**src/inc/nor_host_defs.svh**
```systemverilog
// timing counts, field positions and reset values for the parallel nor host controller
`ifndef NOR_HOST_DEFS_SVH
`define NOR_HOST_DEFS_SVH

// ****************************************
// bus and address fields
// ****************************************
`define NOR_DATA_W        16
`define NOR_ADDR_W        26
`define NOR_PAGE_LOW_W    4
`define NOR_PAGE_WORDS    16
`define NOR_WBUF_LOW_W    8
`define NOR_ERASED_WORD   16'hffff
`define NOR_CMD_READ      1'b0
`define NOR_CMD_WRITE     1'b1

// ****************************************
// timing, clock 25 mhz
// ****************************************
`define NOR_CLK_MHZ       25
`define NOR_T_ACC_NS      120
`define NOR_T_PACC_NS     15
`define NOR_T_WP_NS       35
`define NOR_T_WPH_NS      20
// least times round up to whole cycles
`define NOR_CYC_ACC       ((`NOR_T_ACC_NS * `NOR_CLK_MHZ + 999) / 1000)
`define NOR_CYC_PACC      ((`NOR_T_PACC_NS * `NOR_CLK_MHZ + 999) / 1000)
`define NOR_CYC_WP        ((`NOR_T_WP_NS * `NOR_CLK_MHZ + 999) / 1000)
`define NOR_CYC_WPH       ((`NOR_T_WPH_NS * `NOR_CLK_MHZ + 999) / 1000)

`endif

```
**src/inc/nor_host_pkg.sv**
```systemverilog
// types shared by the parallel nor host controller
package nor_host_pkg;

  // gray codes along the read path; write states are gray only among themselves, entering and leaving them flips two bits
  typedef enum logic [2:0] {
    ST_IDLE    = 3'h0,
    ST_RD_INIT = 3'h1,
    ST_RD_PAGE = 3'h3,
    ST_RD_LAST = 3'h2,
    ST_RD_HIT  = 3'h4,
    ST_WR_SET  = 3'h6,
    ST_WR_PUL  = 3'h7,
    ST_WR_HOLD = 3'h5
  } state_t;

endpackage

```
**src/design/nor_page_store.sv**
```systemverilog
// small word memory with registered read data, holds the last fetched page
`timescale 1ns/100ps
module nor_page_store #(
  parameter int DATA_W = 16,
  parameter int DEPTH  = 16,
  parameter int IDX_W  = 4
) (
  input  wire logic              clk_i,
  input  wire logic              wr_en_i,
  input  wire logic [IDX_W-1:0]  wr_idx_i,
  input  wire logic [DATA_W-1:0] wr_data_i,
  input  wire logic [IDX_W-1:0]  rd_idx_i,
  output logic      [DATA_W-1:0] rd_data_o
);

  logic [DATA_W-1:0] mem [DEPTH];

  initial begin
    if (DEPTH != (1 << IDX_W)) begin
      $error("nor_page_store: DEPTH must equal 2**IDX_W");
    end
  end

  always_ff @(posedge clk_i) begin
    if (wr_en_i) begin
      mem[wr_idx_i] <= wr_data_i;
    end
    rd_data_o <= mem[rd_idx_i];
  end

endmodule

```
**src/design/nor_host_ctrl.sv**
```systemverilog
// host side controller driving an asynchronous 16-bit parallel nor flash
// Operation
// every transfer moves 16 data bits; all addresses are word addresses
// a random read fetches the whole aligned 32-byte page of the word
// later words of that page come by fast page access on low 4 bits
// a change above the page field starts a new initial access
// write buffer word is the low 8 bits, the buffer line above that
// device interface delivers read data from the entered map, signals writes
// device stores each write transfer's address and data in command memory
// device checks command memory after each write and runs matching algorithm
// host issues commands only as plain write transfers of command codes
// device shows progress status while an algorithm runs
// erased bits read one; programming only turns ones into zeros
// only erase returns zeros to ones, on a whole aligned 128-KB sector
// host may load 1 to 256 buffer words at any positions first
// buffer programming fills one aligned 512-byte array line
// device programs a hidden ecc code per loaded 32-byte page
// device checks ecc and corrects one bit during each initial access
// write buffer refills with ones after reset and buffer operations
// buffer ones leave array bits unchanged during programming
// protected sectors are not altered by program or erase
// while an algorithm runs, reads return polling status everywhere
// while an algorithm runs, only suspend and status read are accepted
`timescale 1ns/100ps
`include "nor_host_defs.svh"
module nor_host_ctrl #(
  parameter int ADDR_W = `NOR_ADDR_W
) (
  input  wire logic                    CLK_I,
  input  wire logic                    RESET_N_I,
  // user command port
  input  wire logic                    CMD_VALID_I,
  input  wire logic                    CMD_WRITE_I,
  input  wire logic [ADDR_W-1:0]       CMD_ADDR_I,
  input  wire logic [`NOR_DATA_W-1:0]  CMD_WDATA_I,
  output logic                         CMD_READY_O,
  output logic                         DONE_O,
  output logic [`NOR_DATA_W-1:0]       RDATA_O,
  // flash pins
  output logic [ADDR_W-1:0]            FLASH_A_O,
  input  wire logic [`NOR_DATA_W-1:0]  FLASH_DQ_I,
  output logic [`NOR_DATA_W-1:0]       FLASH_DQ_O,
  output logic                         FLASH_DQ_OE_O,
  output logic                         FLASH_CE_N_O,
  output logic                         FLASH_OE_N_O,
  output logic                         FLASH_WE_N_O
);

  localparam int LOW_W  = `NOR_PAGE_LOW_W;
  localparam int PAGE_W = ADDR_W - LOW_W;

  initial begin
    if (ADDR_W < `NOR_WBUF_LOW_W + 1 || ADDR_W > `NOR_ADDR_W) begin
      $error("nor_host_ctrl: ADDR_W out of range");
    end
  end

  // ****************************************
  // state
  // ****************************************
  nor_host_pkg::state_t state_r, state_nxt;
  logic [7:0]              wait_r, wait_nxt;
  logic [LOW_W-1:0]        idx_r, idx_nxt;
  logic [LOW_W-1:0]        want_r, want_nxt;
  logic [PAGE_W-1:0]       page_r, page_nxt;
  logic                    page_ok_r, page_ok_nxt;
  logic                    ready_r, ready_nxt;
  logic                    done_r, done_nxt;
  logic [`NOR_DATA_W-1:0]  rdata_r, rdata_nxt;
  logic [`NOR_DATA_W-1:0]  grab_r, grab_nxt;
  logic [ADDR_W-1:0]       a_r, a_nxt;
  logic [`NOR_DATA_W-1:0]  dq_r, dq_nxt;
  logic                    dq_oe_r, dq_oe_nxt;
  logic                    ce_n_r, ce_n_nxt;
  logic                    oe_n_r, oe_n_nxt;
  logic                    we_n_r, we_n_nxt;
  logic                    st_wr;
  logic [LOW_W-1:0]        st_wr_idx;
  logic [LOW_W-1:0]        st_rd_idx;
  logic [`NOR_DATA_W-1:0]  st_rd_data;

  function automatic logic [PAGE_W-1:0] page_of(input logic [ADDR_W-1:0] a);
    page_of = a[ADDR_W-1:LOW_W];
  endfunction

  function automatic logic [LOW_W-1:0] low_of(input logic [ADDR_W-1:0] a);
    low_of = a[LOW_W-1:0];
  endfunction

  // ****************************************
  // page copy
  // ****************************************
  nor_page_store #(
    .DATA_W (`NOR_DATA_W),
    .DEPTH  (`NOR_PAGE_WORDS),
    .IDX_W  (LOW_W)
  ) u_page (
    .clk_i     (CLK_I),
    .wr_en_i   (st_wr),
    .wr_idx_i  (st_wr_idx),
    .wr_data_i (FLASH_DQ_I),
    .rd_idx_i  (st_rd_idx),
    .rd_data_o (st_rd_data)
  );

  // ****************************************
  // next state
  // ****************************************
  always_comb begin
    state_nxt   = state_r;
    wait_nxt    = wait_r;
    idx_nxt     = idx_r;
    want_nxt    = want_r;
    page_nxt    = page_r;
    page_ok_nxt = page_ok_r;
    ready_nxt   = 1'b0;
    done_nxt    = 1'b0;
    rdata_nxt   = rdata_r;
    grab_nxt    = grab_r;
    a_nxt       = a_r;
    dq_nxt      = dq_r;
    dq_oe_nxt   = dq_oe_r;
    ce_n_nxt    = ce_n_r;
    oe_n_nxt    = oe_n_r;
    we_n_nxt    = we_n_r;
    st_wr       = 1'b0;
    st_wr_idx   = idx_r;
    st_rd_idx   = want_r;
    case (state_r)
      nor_host_pkg::ST_IDLE: begin
        ready_nxt = 1'b1;
        if (CMD_VALID_I && ready_r) begin
          ready_nxt = 1'b0;
          want_nxt  = low_of(CMD_ADDR_I);
          if (CMD_WRITE_I == `NOR_CMD_WRITE) begin
            // command codes go out as ordinary write cycles
            // any address passes, so 1 to 256 buffer loads are plain writes
            a_nxt     = CMD_ADDR_I;
            dq_nxt    = CMD_WDATA_I;
            dq_oe_nxt = 1'b1;
            ce_n_nxt  = 1'b0;
            oe_n_nxt  = 1'b1;
            // any write may start an algorithm and swap in polling status
            page_ok_nxt = 1'b0;
            state_nxt   = nor_host_pkg::ST_WR_SET;
          end else if (page_ok_r && page_r == page_of(CMD_ADDR_I)) begin
            st_rd_idx = low_of(CMD_ADDR_I);
            state_nxt = nor_host_pkg::ST_RD_HIT;
          end else begin
            // new page: full initial access from word 0
            page_nxt    = page_of(CMD_ADDR_I);
            page_ok_nxt = 1'b0;
            idx_nxt     = '0;
            a_nxt       = {page_of(CMD_ADDR_I), {LOW_W{1'b0}}};
            ce_n_nxt    = 1'b0;
            oe_n_nxt    = 1'b0;
            dq_oe_nxt   = 1'b0;
            wait_nxt    = 8'(`NOR_CYC_ACC - 1);
            state_nxt   = nor_host_pkg::ST_RD_INIT;
          end
        end
      end
      nor_host_pkg::ST_RD_HIT: begin
        rdata_nxt = st_rd_data;
        done_nxt  = 1'b1;
        ready_nxt = 1'b1;
        state_nxt = nor_host_pkg::ST_IDLE;
      end
      nor_host_pkg::ST_RD_INIT,
      nor_host_pkg::ST_RD_PAGE: begin
        if (wait_r != 8'h00) begin
          wait_nxt = wait_r - 8'h01;
        end else begin
          // every word of the page is captured
          st_wr = 1'b1;
          if (idx_r == want_r) begin
            // held aside so read data only moves together with done
            grab_nxt = FLASH_DQ_I;
          end
          if (idx_r == LOW_W'(`NOR_PAGE_WORDS - 1)) begin
            ce_n_nxt  = 1'b1;
            oe_n_nxt  = 1'b1;
            state_nxt = nor_host_pkg::ST_RD_LAST;
          end else begin
            // only the in-page bits move: fast page access
            idx_nxt   = idx_r + LOW_W'(1);
            a_nxt     = {page_r, idx_r + LOW_W'(1)};
            wait_nxt  = 8'(`NOR_CYC_PACC - 1);
            state_nxt = nor_host_pkg::ST_RD_PAGE;
          end
        end
      end
      nor_host_pkg::ST_RD_LAST: begin
        page_ok_nxt = 1'b1;
        rdata_nxt   = grab_r;
        done_nxt    = 1'b1;
        ready_nxt   = 1'b1;
        state_nxt   = nor_host_pkg::ST_IDLE;
      end
      nor_host_pkg::ST_WR_SET: begin
        we_n_nxt  = 1'b0;
        wait_nxt  = 8'(`NOR_CYC_WP - 1);
        state_nxt = nor_host_pkg::ST_WR_PUL;
      end
      nor_host_pkg::ST_WR_PUL: begin
        if (wait_r != 8'h00) begin
          wait_nxt = wait_r - 8'h01;
        end else begin
          // address and data held past the rising write edge
          we_n_nxt  = 1'b1;
          wait_nxt  = 8'(`NOR_CYC_WPH - 1);
          state_nxt = nor_host_pkg::ST_WR_HOLD;
        end
      end
      nor_host_pkg::ST_WR_HOLD: begin
        if (wait_r != 8'h00) begin
          wait_nxt = wait_r - 8'h01;
        end else begin
          ce_n_nxt  = 1'b1;
          dq_oe_nxt = 1'b0;
          done_nxt  = 1'b1;
          ready_nxt = 1'b1;
          state_nxt = nor_host_pkg::ST_IDLE;
        end
      end
      default: begin
        state_nxt = nor_host_pkg::ST_IDLE;
        ce_n_nxt  = 1'b1;
        oe_n_nxt  = 1'b1;
        we_n_nxt  = 1'b1;
        dq_oe_nxt = 1'b0;
      end
    endcase
  end

  // ****************************************
  // registers
  // ****************************************
  always_ff @(posedge CLK_I or negedge RESET_N_I) begin
    if (!RESET_N_I) begin
      state_r   <= nor_host_pkg::ST_IDLE;
      wait_r    <= 8'h00;
      idx_r     <= '0;
      want_r    <= '0;
      page_r    <= '0;
      page_ok_r <= 1'b0;
      ready_r   <= 1'b0;
      done_r    <= 1'b0;
      rdata_r   <= `NOR_ERASED_WORD;
      grab_r    <= `NOR_ERASED_WORD;
      a_r       <= '0;
      dq_r      <= '0;
      dq_oe_r   <= 1'b0;
      ce_n_r    <= 1'b1;
      oe_n_r    <= 1'b1;
      we_n_r    <= 1'b1;
    end else begin
      state_r   <= state_nxt;
      wait_r    <= wait_nxt;
      idx_r     <= idx_nxt;
      want_r    <= want_nxt;
      page_r    <= page_nxt;
      page_ok_r <= page_ok_nxt;
      ready_r   <= ready_nxt;
      done_r    <= done_nxt;
      rdata_r   <= rdata_nxt;
      grab_r    <= grab_nxt;
      a_r       <= a_nxt;
      dq_r      <= dq_nxt;
      dq_oe_r   <= dq_oe_nxt;
      ce_n_r    <= ce_n_nxt;
      oe_n_r    <= oe_n_nxt;
      we_n_r    <= we_n_nxt;
    end
  end

  assign CMD_READY_O   = ready_r;
  assign DONE_O        = done_r;
  assign RDATA_O       = rdata_r;
  assign FLASH_A_O     = a_r;
  assign FLASH_DQ_O    = dq_r;
  assign FLASH_DQ_OE_O = dq_oe_r;
  assign FLASH_CE_N_O  = ce_n_r;
  assign FLASH_OE_N_O  = oe_n_r;
  assign FLASH_WE_N_O  = we_n_r;

endmodule

```
**config.mk**
```make
export PLATFORM = sky130hd
export DESIGN_NAME = nor_host_ctrl
export DESIGN_NICKNAME = d
export VERILOG_FILES = /design/src/inc/nor_host_pkg.sv /design/src/design/nor_page_store.sv /design/src/design/nor_host_ctrl.sv
export VERILOG_INCLUDE_DIRS = /design/src /design/src/inc
export SDC_FILE = /design/constraint.sdc
export NUM_CORES = 1
export LEC_CHECK = 0
export BUFFER_PORTS_ARGS = -buffer_cell sky130_fd_sc_hd__buf_2
export CAP_MARGIN = 20
export CORE_ASPECT_RATIO = 0.9
export CORE_MARGIN = 5
export CORE_UTILIZATION = 40
export CTS_BUF_LIST = sky130_fd_sc_hd__clkbuf_16
export CTS_CLUSTER_DIAMETER = 200
export DETAILED_ROUTE_END_ITERATION = 8
export PLACE_DENSITY_LB_ADDON = 0.12
export SETUP_SLACK_MARGIN = 0.15
export SLEW_MARGIN = 10
export SYNTH_ARGS = -nofsm -noshare
export SYNTH_HDL_FRONTEND = slang
export SYNTH_HIERARCHICAL = 1
export SYNTH_SLANG_ARGS = --single-unit
```
**constraint.sdc**
```tcl
create_clock -name CLK_I -period 3.35 [get_ports CLK_I]
set_input_delay 0.1675 -clock CLK_I [delete_from_list [all_inputs] [get_ports CLK_I]]
set_output_delay 0.1675 -clock CLK_I [all_outputs]
set_load 0.03 [all_outputs]
```
==> flow_summary_export.csv, run 1 <==
group,metric,value,unit
outcome,outcome,"completed",
worst_setup_path,crit_path_max_incr_delay,440,ps
cells_and_area,fin_util,49.3,%
global_routing,grt-ovfl-total,0,
floorplan,rows,70,
cells_and_area,diodes,0,
global_routing,grtUsageTotal,18.4,%
placed_design,routabilityCongestion,0.782,
floorplan,dieArea,44900,um^2
worst_setup_path,r2r_slack,210,ps
worst_setup_path,arrival,3590,ps
floorplan,coreArea,40500,um^2
cells_and_area,nets,1342,
worst_setup_path,critical_path_buf_inv_count,2,
synthesis,ys_types,62,
routing,wl_per_cell,22.6,um
global_routing,antenna_found_initial,0,
clock_network,clk_latency,580,ps
synthesis,avgSynthCellArea,15.6,um^2
worst_hold_path,hold_path_depth,4,
sta,finalSetupTns,0,ps
power,leakagePower,0.00767,uW
clock_network,clockRootBuffer,"clkbuf_16",
synthesis,synthCells,1043,
floorplan,die_w,223,um
sta,worst_pin_slew,894,ps
worst_setup_path,cp_num_cells,11,
synthesis,netlist_area,16300,um^2
synthesis,ys_ff_latch,394,
sta,rsz0062_at_grt,"yes",
sta,period_needed,3140,ps
routing,drc,0,
sta,slew_violations,0,
synthesis,synth_top_area_share,47.1,%
sta,fmax,318,MHz
clock_network,cts_tree,"built",
clock_network,ctsHtreeMaxLevel,2,
global_routing,grt_max_degree,81,
synthesis,ys.flop_type,"edfxtp_1",
routing,wl,41800,um
synthesis,synth.most_common_cell,"edfxtp_1",
routing,first_pass_iters,5,
global_routing,first_global_vias,10003,
floorplan,io-pin-count,126,
floorplan,start_util,40.3,%
placed_design,io_buffer_count,125,
worst_setup_path,worstSetupPathType,"reg -> reg",
synthesis,netlist_top_cells_count,"edfxtp_1 (256), nand2_1 (110), nor2_1 (90)",
routing,vias,9742,
sta,relSlewSlack,40.2,%
clock_network,clock_sinks,394,
synthesis,synthTopCellsByArea,"edfxtp_1 (47%), dfrtp_1 (13%), mux4_2 (7.5%), dfstp_2 (5.6%), mux2_1 (3.0%)",
synthesis,yosysSeqAreaShare,68.1,%
flow_run,max-cap-violations,0,
worst_setup_path,worstPathMaxFanout,5,
sta,holdWs,58.8,ps
floorplan,die_h,202,um
cells_and_area,synthToLayoutAreaGrowth,22.4,%
worst_setup_path,required,3800,ps
worst_setup_path,crit_path_cell_trace,"xnor2_1 > nand4_1 > nor4_2 > and2_4 > and3_4 > mux2_4 > buf_4 > buf_4 > mux4_1 > a22oi_1 > nand2_1",
worst_setup_path,cp-start-kind,"flip-flop",
synthesis,synth_top_cell_by_area,"edfxtp_1",
worst_hold_path,min_path_type,"in -> reg",
cells_and_area,layout-drive-gt1-share,32.2,%
routing,ant_nets,0,
synthesis,synth_nets,1108,
placed_design,dpl.hpwl,25200,um
sta,finalSetupViolCount,0,
clock_network,clockBufferDepth,3,
routing,viasPerCell,5.26,
power,irDropWorstVdd,0.463,mV
cells_and_area,fillers,3481,
worst_setup_path,cpMostUsedCell,"buf_4",
worst_setup_path,slowest_stage,"mux4_1",
sta,finClkSkew,22.4,ps
synthesis,ys_warn_count,6,
global_routing,grt_pass1_wl,63400,um
worst_setup_path,worstSetupEndpointType,"flip-flop",
worst_setup_path,worst_path_dominant_cell_family,"simple AND/OR/NAND/NOR gates",
clock_network,cts_buffers,43,
synthesis,ys_async_sr_fraction,31.0,%
synthesis,synth-edff-count,256,
routing,drtIter0Drc,687,
sta,hold_violations,0,
power,power_density,840,nW/um^2
clock_network,clkTransAtPathRegs,60,ps
worst_setup_path,rr_worst_depth,11,
sta,finalCritPeriodShare,93.8,%
## path summary, 6_finish.rpt
check / from / endpoint
max in group asynchronous: RESET_N_I / RDATA_O[6]
worst max-delay path: page_r[3] / u_page/rd_data_o[10]
worst max register to register: page_r[3] / u_page/rd_data_o[10]
worst min register to register: FLASH_A_O[6] / FLASH_A_O[6]
min in group asynchronous: RESET_N_I / FLASH_A_O[10]
worst min-delay path: CMD_WRITE_I / FLASH_CE_N_O
## worst reg2reg max path: stages (launching register included)
cell and delay (ps):
dfrtp_1 400, xnor2_1 160, nand4_1 240, nor4_2 390
and2_4 200, and3_4 220, mux2_4 390, buf_4 170
buf_4 150, mux4_1 440, a22oi_1 180, nand2_1 70
## final cells by class
class	count	area [um^2]	share of cell area, %
clock inverters	37	285	1.43
clock buffers	43	1080	5.39
well taps	540	676	3.38
repair buffers	247	1820	9.13
flip-flops and latches	394	11100	55.6
multi-input cells	586	4980	24.9
inverters	5	18.8	0.0940
## where the power goes
group,internal [uW],switching (uW),leakage [uW]
logic,2470,3200,0.00307
clock network,2590,1950,0.000710
registers,6000,572,0.00390
## registers in the layout (all words and copies together) (netlist names)
signal	count
CMD_READY_O	1
DONE_O	1
FLASH_A_O	26
FLASH_CE_N_O	1
FLASH_DQ_O	16
FLASH_DQ_OE_O	1
FLASH_OE_N_O	1
FLASH_WE_N_O	1
RDATA_O	16
grab_r	16
idx_r	4
page_ok_r	1
page_r	22
state_r	3
u_page/mem	256
u_page/rd_data_o	16
wait_r	8
want_r	4
## per-stage QoR
stage               std cells  worst slack (ps)  area [um^2]  total power [uW]
CTS                      1841               189        19800             16800
global placement         1698               132        17800             12100
detailed placement       1698               140        17800             12100
floorplan                1043               164        16300             10500
finish                   1852               209        20000             16800
global route             1852               123        20000             17700
## cell families after synthesis
family	Yosys count	synth area share (%)
flip-flops	394	68.1
AND/OR/NAND/NOR	264	7.42
multiplexers	149	15.4
AO/OA/AOI/OAI	141	5.31
buffers and inverters	64	2.11
XOR/XNOR	28	1.50
adder cells (fa/ha/maj)	3	0.230
## placed cells by master (no fill, tap or decap), types with 8 or more instances in the layout
cell type	count
mux2_2	23
buf_4	53
nand3_1	12
nor2_2	13
mux4_2	55
dlygate4sd3_1	60
a21oi_1	61
mux2_1	41
clkinv_1	8
mux2_4	22
clkbuf_16	44
buf_2	124
clkinv_2	9
nor2_1	78
dfrtp_1	86
a22oi_1	28
mux4_1	9
dfxtp_1	16
o22ai_1	17
edfxtp_1	256
nand4_1	8
xnor2_1	25
nand2_1	110
o21ai_0	11
dfstp_2	35
inv_1	16
## what timing repair did
item                                   CTS  global route
setup buffers                            2            10
pin swaps                                2             9
hold buffers                            60             0
gates cloned                             1             1
endpoints found under the hold margin  377             0
gates resized for setup                  1            11
setup endpoints to repair                4            16
## metal layers
| metal | GRT usage [%] | vias up | routed length (um) |
|---|---|---|---|
| li1 | - | 4419 | - |
| met1 | 27.3 | 5071 | 19800 |
| met2 | 28.3 | 198 | 19300 |
| met3 | 3.27 | 54 | 1890 |
| met4 | 5.14 | 0 | 838 |
| met5 | 0 | - | 0 |
Note: power is estimated with default switching activity, not from simulation.
==> run 2: changes to the inputs <==
--- a/config.mk
+++ b/config.mk
@@ -9,11 +9,12 @@
 export BUFFER_PORTS_ARGS = -buffer_cell sky130_fd_sc_hd__buf_2
 export CAP_MARGIN = 20
 export CORE_ASPECT_RATIO = 0.9
-export CORE_MARGIN = 5
+export CORE_MARGIN = 10
 export CORE_UTILIZATION = 40
 export CTS_BUF_LIST = sky130_fd_sc_hd__clkbuf_16
 export CTS_CLUSTER_DIAMETER = 200
 export DETAILED_ROUTE_END_ITERATION = 8
+export GPL_TIMING_DRIVEN = 0
 export PLACE_DENSITY_LB_ADDON = 0.12
 export SETUP_SLACK_MARGIN = 0.15
 export SLEW_MARGIN = 10
==> run 2 against run 1 <==
  * Non-clock buffer count is 13 higher
  * Combinational power is 7.9% higher
  * Die area is 9.7% higher
  * Worst hold slack worse by 43 ps
  * Critical path type unchanged
  * Largest cell class unchanged
  * Largest power group unchanged
  * Highest routed layer unchanged
==> flow_summary_export.csv, run 2 (synthesis gave the netlist of run 1 again) <==
group,metric,value,unit
clock_network,clk_latency,560,ps
floorplan,start_util,40.3,%
worst_setup_path,crit_path_cell_trace,"xnor2_2 > nand4_1 > nor4_4 > and2_4 > and3_4 > buf_6 > mux2_4 > buf_12 > buf_12 > mux4_2 > a22oi_2 > nand2_1",
worst_setup_path,rr_worst_depth,12,
clock_network,cts_buffers,41,
power,power_density,849,nW/um^2
worst_setup_path,cp-start-kind,"flip-flop",
routing,drtIter0Drc,695,
cells_and_area,diodes,0,
global_routing,antenna_found_initial,0,
power,internal_power,11100,uW
sta,hold_violations,0,
placed_design,dpl.hpwl,28000,um
floorplan,rows,70,
cells_and_area,largest_reg_flops,256,
clock_network,clockBufferDepth,3,
placed_design,io_buffer_count,125,
placed_design,routabilityCongestion,0.784,
cells_and_area,nets,1352,
sta,period_needed,3240,ps
worst_setup_path,critical_path_buf_inv_count,3,
power,seqPwrFrac,38.1,%
power,clockPowerShare,26.0,%
worst_setup_path,r2r_slack,110,ps
routing,first_pass_iters,5,
sta,fmax,309,MHz
worst_setup_path,worst_path_dominant_cell_family,"simple AND/OR/NAND/NOR gates",
routing,viasPerCell,5.23,
clock_network,ctsHtreeMaxLevel,2,
global_routing,first_global_vias,9944,
power,power_switching,5940,uW
sta,slew_violations,0,
global_routing,grt_pass1_wl,62500,um
worst_setup_path,cpMostUsedCell,"buf_12",
worst_setup_path,worstPathMaxFanout,9,
global_routing,grt_max_degree,81,
cells_and_area,layout_commonest_cell,"edfxtp_1",
routing,vias,9719,
worst_setup_path,crit_path_max_incr_delay,430,ps
power,switching_share,34.8,%
worst_setup_path,worstSetupEndpointType,"flip-flop",
worst_setup_path,required,3780,ps
cells_and_area,layout_common_cells,"edfxtp_1 (256), buf_2 (135), nand2_1 (109)",
worst_setup_path,arrival,3670,ps
sta,worst_pin_slew,971,ps
worst_hold_path,hold_path_depth,1,
sta,relSlewSlack,34.9,%
cells_and_area,top_register,"u_page/mem",
worst_setup_path,cp_num_cells,12,
cells_and_area,synthToLayoutAreaGrowth,23.2,%
sta,finalCritPeriodShare,96.7,%
placed_design,dp_cells,1728,
floorplan,coreArea,40500,um^2
worst_setup_path,worstSetupPathType,"reg -> reg",
clock_network,clockRootBuffer,"clkbuf_16",
routing,ant_nets,0,
worst_hold_path,min_path_type,"in -> reg",
routing,wl_per_cell,22.0,um
sta,finalSetupViolCount,0,
cells_and_area,layout-drive-gt1-share,33.7,%
clock_network,cts_tree,"built",
power,leakagePower,0.00766,uW
cells_and_area,finalNonFillerCells,1859,
floorplan,dieArea,49300,um^2
floorplan,io-pin-count,126,
routing,drc,0,
outcome,outcome,"completed",
sta,finClkSkew,20.7,ps
routing,wl,40900,um
power,irDropWorstVdd,0.469,mV
global_routing,grt-ovfl-total,0,
sta,rsz0062_at_grt,"yes",
worst_setup_path,slowest_stage,"dfrtp_1",
power,combPwrFrac,35.9,%
global_routing,grtUsageTotal,16.6,%
sta,finalSetupTns,0,ps
floorplan,die_w,233,um
clock_network,clkTransAtPathRegs,60,ps
clock_network,clock_sinks,394,
floorplan,die_h,212,um
flow_run,max-cap-violations,0,
-- run 2: cell types whose count changed in the layout (fill, tap and decap cells not counted), sizes merged --
cell and change:
clkbuf +19, buf +5, clkinv +1, inv -3
clkinvlp -2, mux2 -1, dlygate4sd3 -12
-- run 2: layout make-up --
type / count / area (um^2)
multi-input combinational: 585 / 5110
clock buffer: 42 / 1050
inverter: 5 / 18.8
sequential: 394 / 11100
tap: 540 / 676
buffer: 59 / 423
timing repair buffer: 201 / 1470
fill: 3515 / 20400
clock inverter: 33 / 244
-- run 2: stage by stage --
| step | setup slack (ps) | area [um^2] | hold slack, ps | power [uW] | util, % |
|---|---|---|---|---|---|
| floorplan | 164 | 16300 | -128 | 10500 | - |
| global placement | -1490 | 17600 | 400 | 12200 | 43.5 |
| detailed placement | -730 | 17900 | 127 | 12300 | 44.3 |
| CTS | 118 | 20000 | 3.88 | 17100 | 49.4 |
| global route | 18.0 | 20100 | 23.2 | 18000 | 49.7 |
| finish | 110 | 20100 | 15.4 | 17100 | 49.7 |
-- run 2: path summary, 6_finish.rpt --
check | from | end
hold reg to reg | FLASH_A_O[6] | FLASH_A_O[6]
setup / recovery | page_r[6] | u_page/rd_data_o[12]
min in group asynchronous | RESET_N_I | FLASH_A_O[8]
max in group asynchronous | RESET_N_I | grab_r[9]
hold / removal | FLASH_DQ_I[13] | u_page/mem[15][13]
setup reg to reg | page_r[6] | u_page/rd_data_o[12]
-- run 2: what timing repair did --
item                                    CTS  global route
gates resized for setup                  62            20
buffers inserted                          6             1
hold buffers                             48             0
endpoints found under the setup margin   24            33
endpoints found under the hold margin   158             0
gates cloned                              0             1
pin swaps                                14            20
-- run 2: power groups by stage --
| stage | Sequential, uW | Clock, uW | Combinational (uW) |
|---|---|---|---|
| floorplan | 7040 | 0 | 3490 |
| global placement | 6560 | 0 | 5680 |
| detailed placement | 6580 | 0 | 5720 |
| CTS | 6500 | 4550 | 6060 |
| global route | 6590 | 4740 | 6650 |
| finish | 6510 | 4430 | 6120 |
-- run 2: worst register-to-register path, cell delays in order, from the launching register on --
cell     delay (ps)
dfrtp_1         430
xnor2_2         210
nand4_1         210
nor4_4          340
and2_4          190
and3_4          180
buf_6           110
mux2_4          310
buf_12          160
buf_12          160
mux4_2          430
a22oi_2         280
nand2_1         110
-- run 2: layer usage --
metal  global-route usage (%)  vias to the layer above  part of all wire [%]
li1                         -                     4447                     -
met1                     23.9                     5046                    47
met2                     25.9                      176                    47
met3                     2.66                       50                   4.1
met4                     3.80                        0                   1.7
met5                        0                        -                     0
==> run 3: changes to the inputs <==
--- a/config.mk
+++ b/config.mk
@@ -9,7 +9,7 @@
 export BUFFER_PORTS_ARGS = -buffer_cell sky130_fd_sc_hd__buf_2
 export CAP_MARGIN = 20
 export CORE_ASPECT_RATIO = 0.9
-export CORE_MARGIN = 10
+export CORE_MARGIN = 1.5
 export CORE_UTILIZATION = 40
 export CTS_BUF_LIST = sky130_fd_sc_hd__clkbuf_16
 export CTS_CLUSTER_DIAMETER = 200
==> run 3 against run 2 <==
  * Design area is 0.16% higher
  * Via count is 0.23% lower
  * Total power is 2.0% higher
  * Flip-flop and latch count stayed put
  * Final cell count is 0.27% lower
  * Routed wire length is 4.0% lower
  * Sequential power hardly changed
  * Setup slack worse by 67 ps
  * Clock skew is 1.9 ps lower
==> flow_summary_export.csv, run 3 (synthesis gave the netlist of run 1 again) <==
group,metric,value,unit
sta,rsz0062_at_grt,"yes",
sta,finalSetupViolCount,0,
cells_and_area,finalNonFillerCells,1854,
outcome,outcome,"completed",
cells_and_area,layout_commonest_cell,"edfxtp_1",
placed_design,dpl.hpwl,27200,um
routing,vias,9697,
clock_network,clockBufferDepth,3,
clock_network,cts_buffers,41,
worst_setup_path,worstPathMaxFanout,7,
floorplan,io-pin-count,126,
worst_setup_path,crit_path_cell_trace,"xnor2_2 > nand4_1 > nor4_4 > and2_4 > and3_4 > buf_6 > mux2_4 > buf_12 > clkbuf_16 > mux4_2 > a22oi_2 > nand2_1",
clock_network,clock_sinks,394,
placed_design,dpl_worst_slack,-710,ps
floorplan,coreArea,39900,um^2
sta,hold_violations,0,
sta,finalCritPeriodShare,98.7,%
sta,period_needed,3310,ps
routing,ant_nets,0,
worst_hold_path,min_path_type,"in -> reg",
routing,drtIter0Drc,617,
power,leakagePower,0.00771,uW
sta,finClkSkew,18.8,ps
global_routing,grt_max_degree,79,
cells_and_area,diodes,0,
placed_design,routabilityCongestion,0.833,
worst_setup_path,crit_path_max_incr_delay,450,ps
flow_run,max-cap-violations,0,
global_routing,antenna_found_initial,0,
global_routing,grt-ovfl-total,0,
power,power_density,865,nW/um^2
worst_setup_path,rr_worst_depth,12,
worst_setup_path,cp-start-kind,"flip-flop",
global_routing,grtUsageTotal,18.7,%
sta,slew_violations,0,
sta,fmax,302,MHz
worst_setup_path,required,3760,ps
floorplan,rows,69,
power,seqPwrFrac,37.3,%
routing,drc,0,
routing,viasPerCell,5.23,
worst_setup_path,slowest_stage,"mux4_2",
cells_and_area,layout-drive-gt1-share,33.4,%
power,combPwrFrac,35.4,%
clock_network,cts_tree,"built",
global_routing,use_met2,28.1,%
power,power_switching,5970,uW
placed_design,dp_cells,1719,
sta,relSlewSlack,41.3,%
cells_and_area,largest_reg_flops,256,
worst_setup_path,arrival,3720,ps
global_routing,use_met1,28.4,%
clock_network,clockRootBuffer,"clkbuf_16",
placed_design,io_buffer_count,125,
cells_and_area,layout_common_cells,"edfxtp_1 (256), buf_2 (134), nand2_1 (109)",
global_routing,use_met3,3.07,%
routing,wl,39200,um
cells_and_area,top_register,"u_page/mem",
floorplan,die_h,195,um
global_routing,grt_pass1_wl,60200,um
clock_network,ctsHtreeMaxLevel,2,
worst_setup_path,worstSetupEndpointType,"flip-flop",
power,clockPowerShare,27.3,%
power,internal_power,11400,uW
cells_and_area,synthToLayoutAreaGrowth,23.4,%
power,irDropWorstVdd,0.457,mV
cells_and_area,nets,1354,
cells_and_area,fillers,3478,
sta,fin_ws,43.3,ps
power,switching_share,34.3,%
worst_setup_path,worstSetupPathType,"reg -> reg",
routing,first_pass_iters,5,
floorplan,die_w,216,um
worst_hold_path,hold_path_depth,1,
routing,wl_per_cell,21.1,um
global_routing,first_global_vias,9804,
floorplan,dieArea,42000,um^2
global_routing,grt.busiest_layer,"met1",
clock_network,clkTransAtPathRegs,70,ps
clock_network,clk_latency,560,ps
sta,worst_pin_slew,877,ps
floorplan,start_util,40.9,%
==> run 3: changes by cell type in the layout (fill, tap and decap cells not counted), sizes merged <==
cell	before	now
buf	191	195
bufinv	3	7
clkbuf	63	64
clkinv	21	15
dlygate4sd3	48	45
inv	14	17
==> run 3: what timing repair did <==
action | in CTS | in global routing
buffers inserted | 6 | 5
hold buffers | 45 | 0
hold endpoints to repair | 123 | 0
pin swaps | 14 | 14
cloned | 2 | 1
gates resized for setup | 54 | 20
endpoints found under the setup margin | 16 | 25
==> run 3: area by class of cell <==
type / count / area (um^2) / share of cell area [%]
flip-flops and latches: 394 / 11100 / 55.2
multi-input cells: 585 / 5040 / 25.1
repair buffers: 203 / 1480 / 7.34
clock buffers: 42 / 1050 / 5.22
well taps: 532 / 666 / 3.31
plain buffers: 59 / 415 / 2.06
clock inverters: 34 / 352 / 1.75
inverters: 5 / 18.8 / 0.0932
==> run 3: worst max-delay path: cells and delay by family, from the launching register on <==
family / cells / cell delay [ps]
AO/OA/AOI/OAI: 1 / 240
XOR/XNOR: 1 / 210
buffers and inverters: 3 / 440
flip-flops: 1 / 400
multiplexers: 2 / 780
AND/OR/NAND/NOR: 5 / 1060
==> run 3: metrics by stage <==
stage	hold slack, ps	power, uW	TNS (ps)	utilization (%)	cell area, um^2
2_1_floorplan	-128	10500	0	-	16300
3_3_place_gp	393	12200	-107400	44.1	17600
3_5_place_dp	139	12300	-10300	44.9	17900
4_1_cts	3.05	17400	0	50.3	20000
5_1_grt	20.7	18300	-437	50.5	20100
6_report	23.5	17400	0	50.5	20100
==> run 3: path summary, 6_finish.rpt <==
path                          startpoint                   to  slack [ps]
setup / recovery              page_r[16]  u_page/rd_data_o[4]          40
hold / removal             FLASH_DQ_I[6]     u_page/mem[0][6]          20
setup reg to reg              page_r[16]  u_page/rd_data_o[4]          40
hold reg to reg             FLASH_A_O[5]         FLASH_A_O[5]         490
max in group asynchronous      RESET_N_I        FLASH_DQ_O[4]        2470
min in group asynchronous      RESET_N_I          CMD_READY_O         120
==> run 3: routing by layer <==
metal	vias to the layer above	routed length (um)
met3	59	1610
li1	4453	-
met5	-	0
met2	209	17700
met1	4976	19200
met4	0	773
==> run 3: power groups by stage <==
stage / Sequential, uW / Combinational, uW / Clock [uW]
finish: 6490 / 6150 / 4760
global route: 6590 / 6650 / 5060
CTS: 6490 / 6060 / 4860
detailed placement: 6570 / 5690 / 0
global placement: 6540 / 5630 / 0
floorplan: 7040 / 3490 / 0
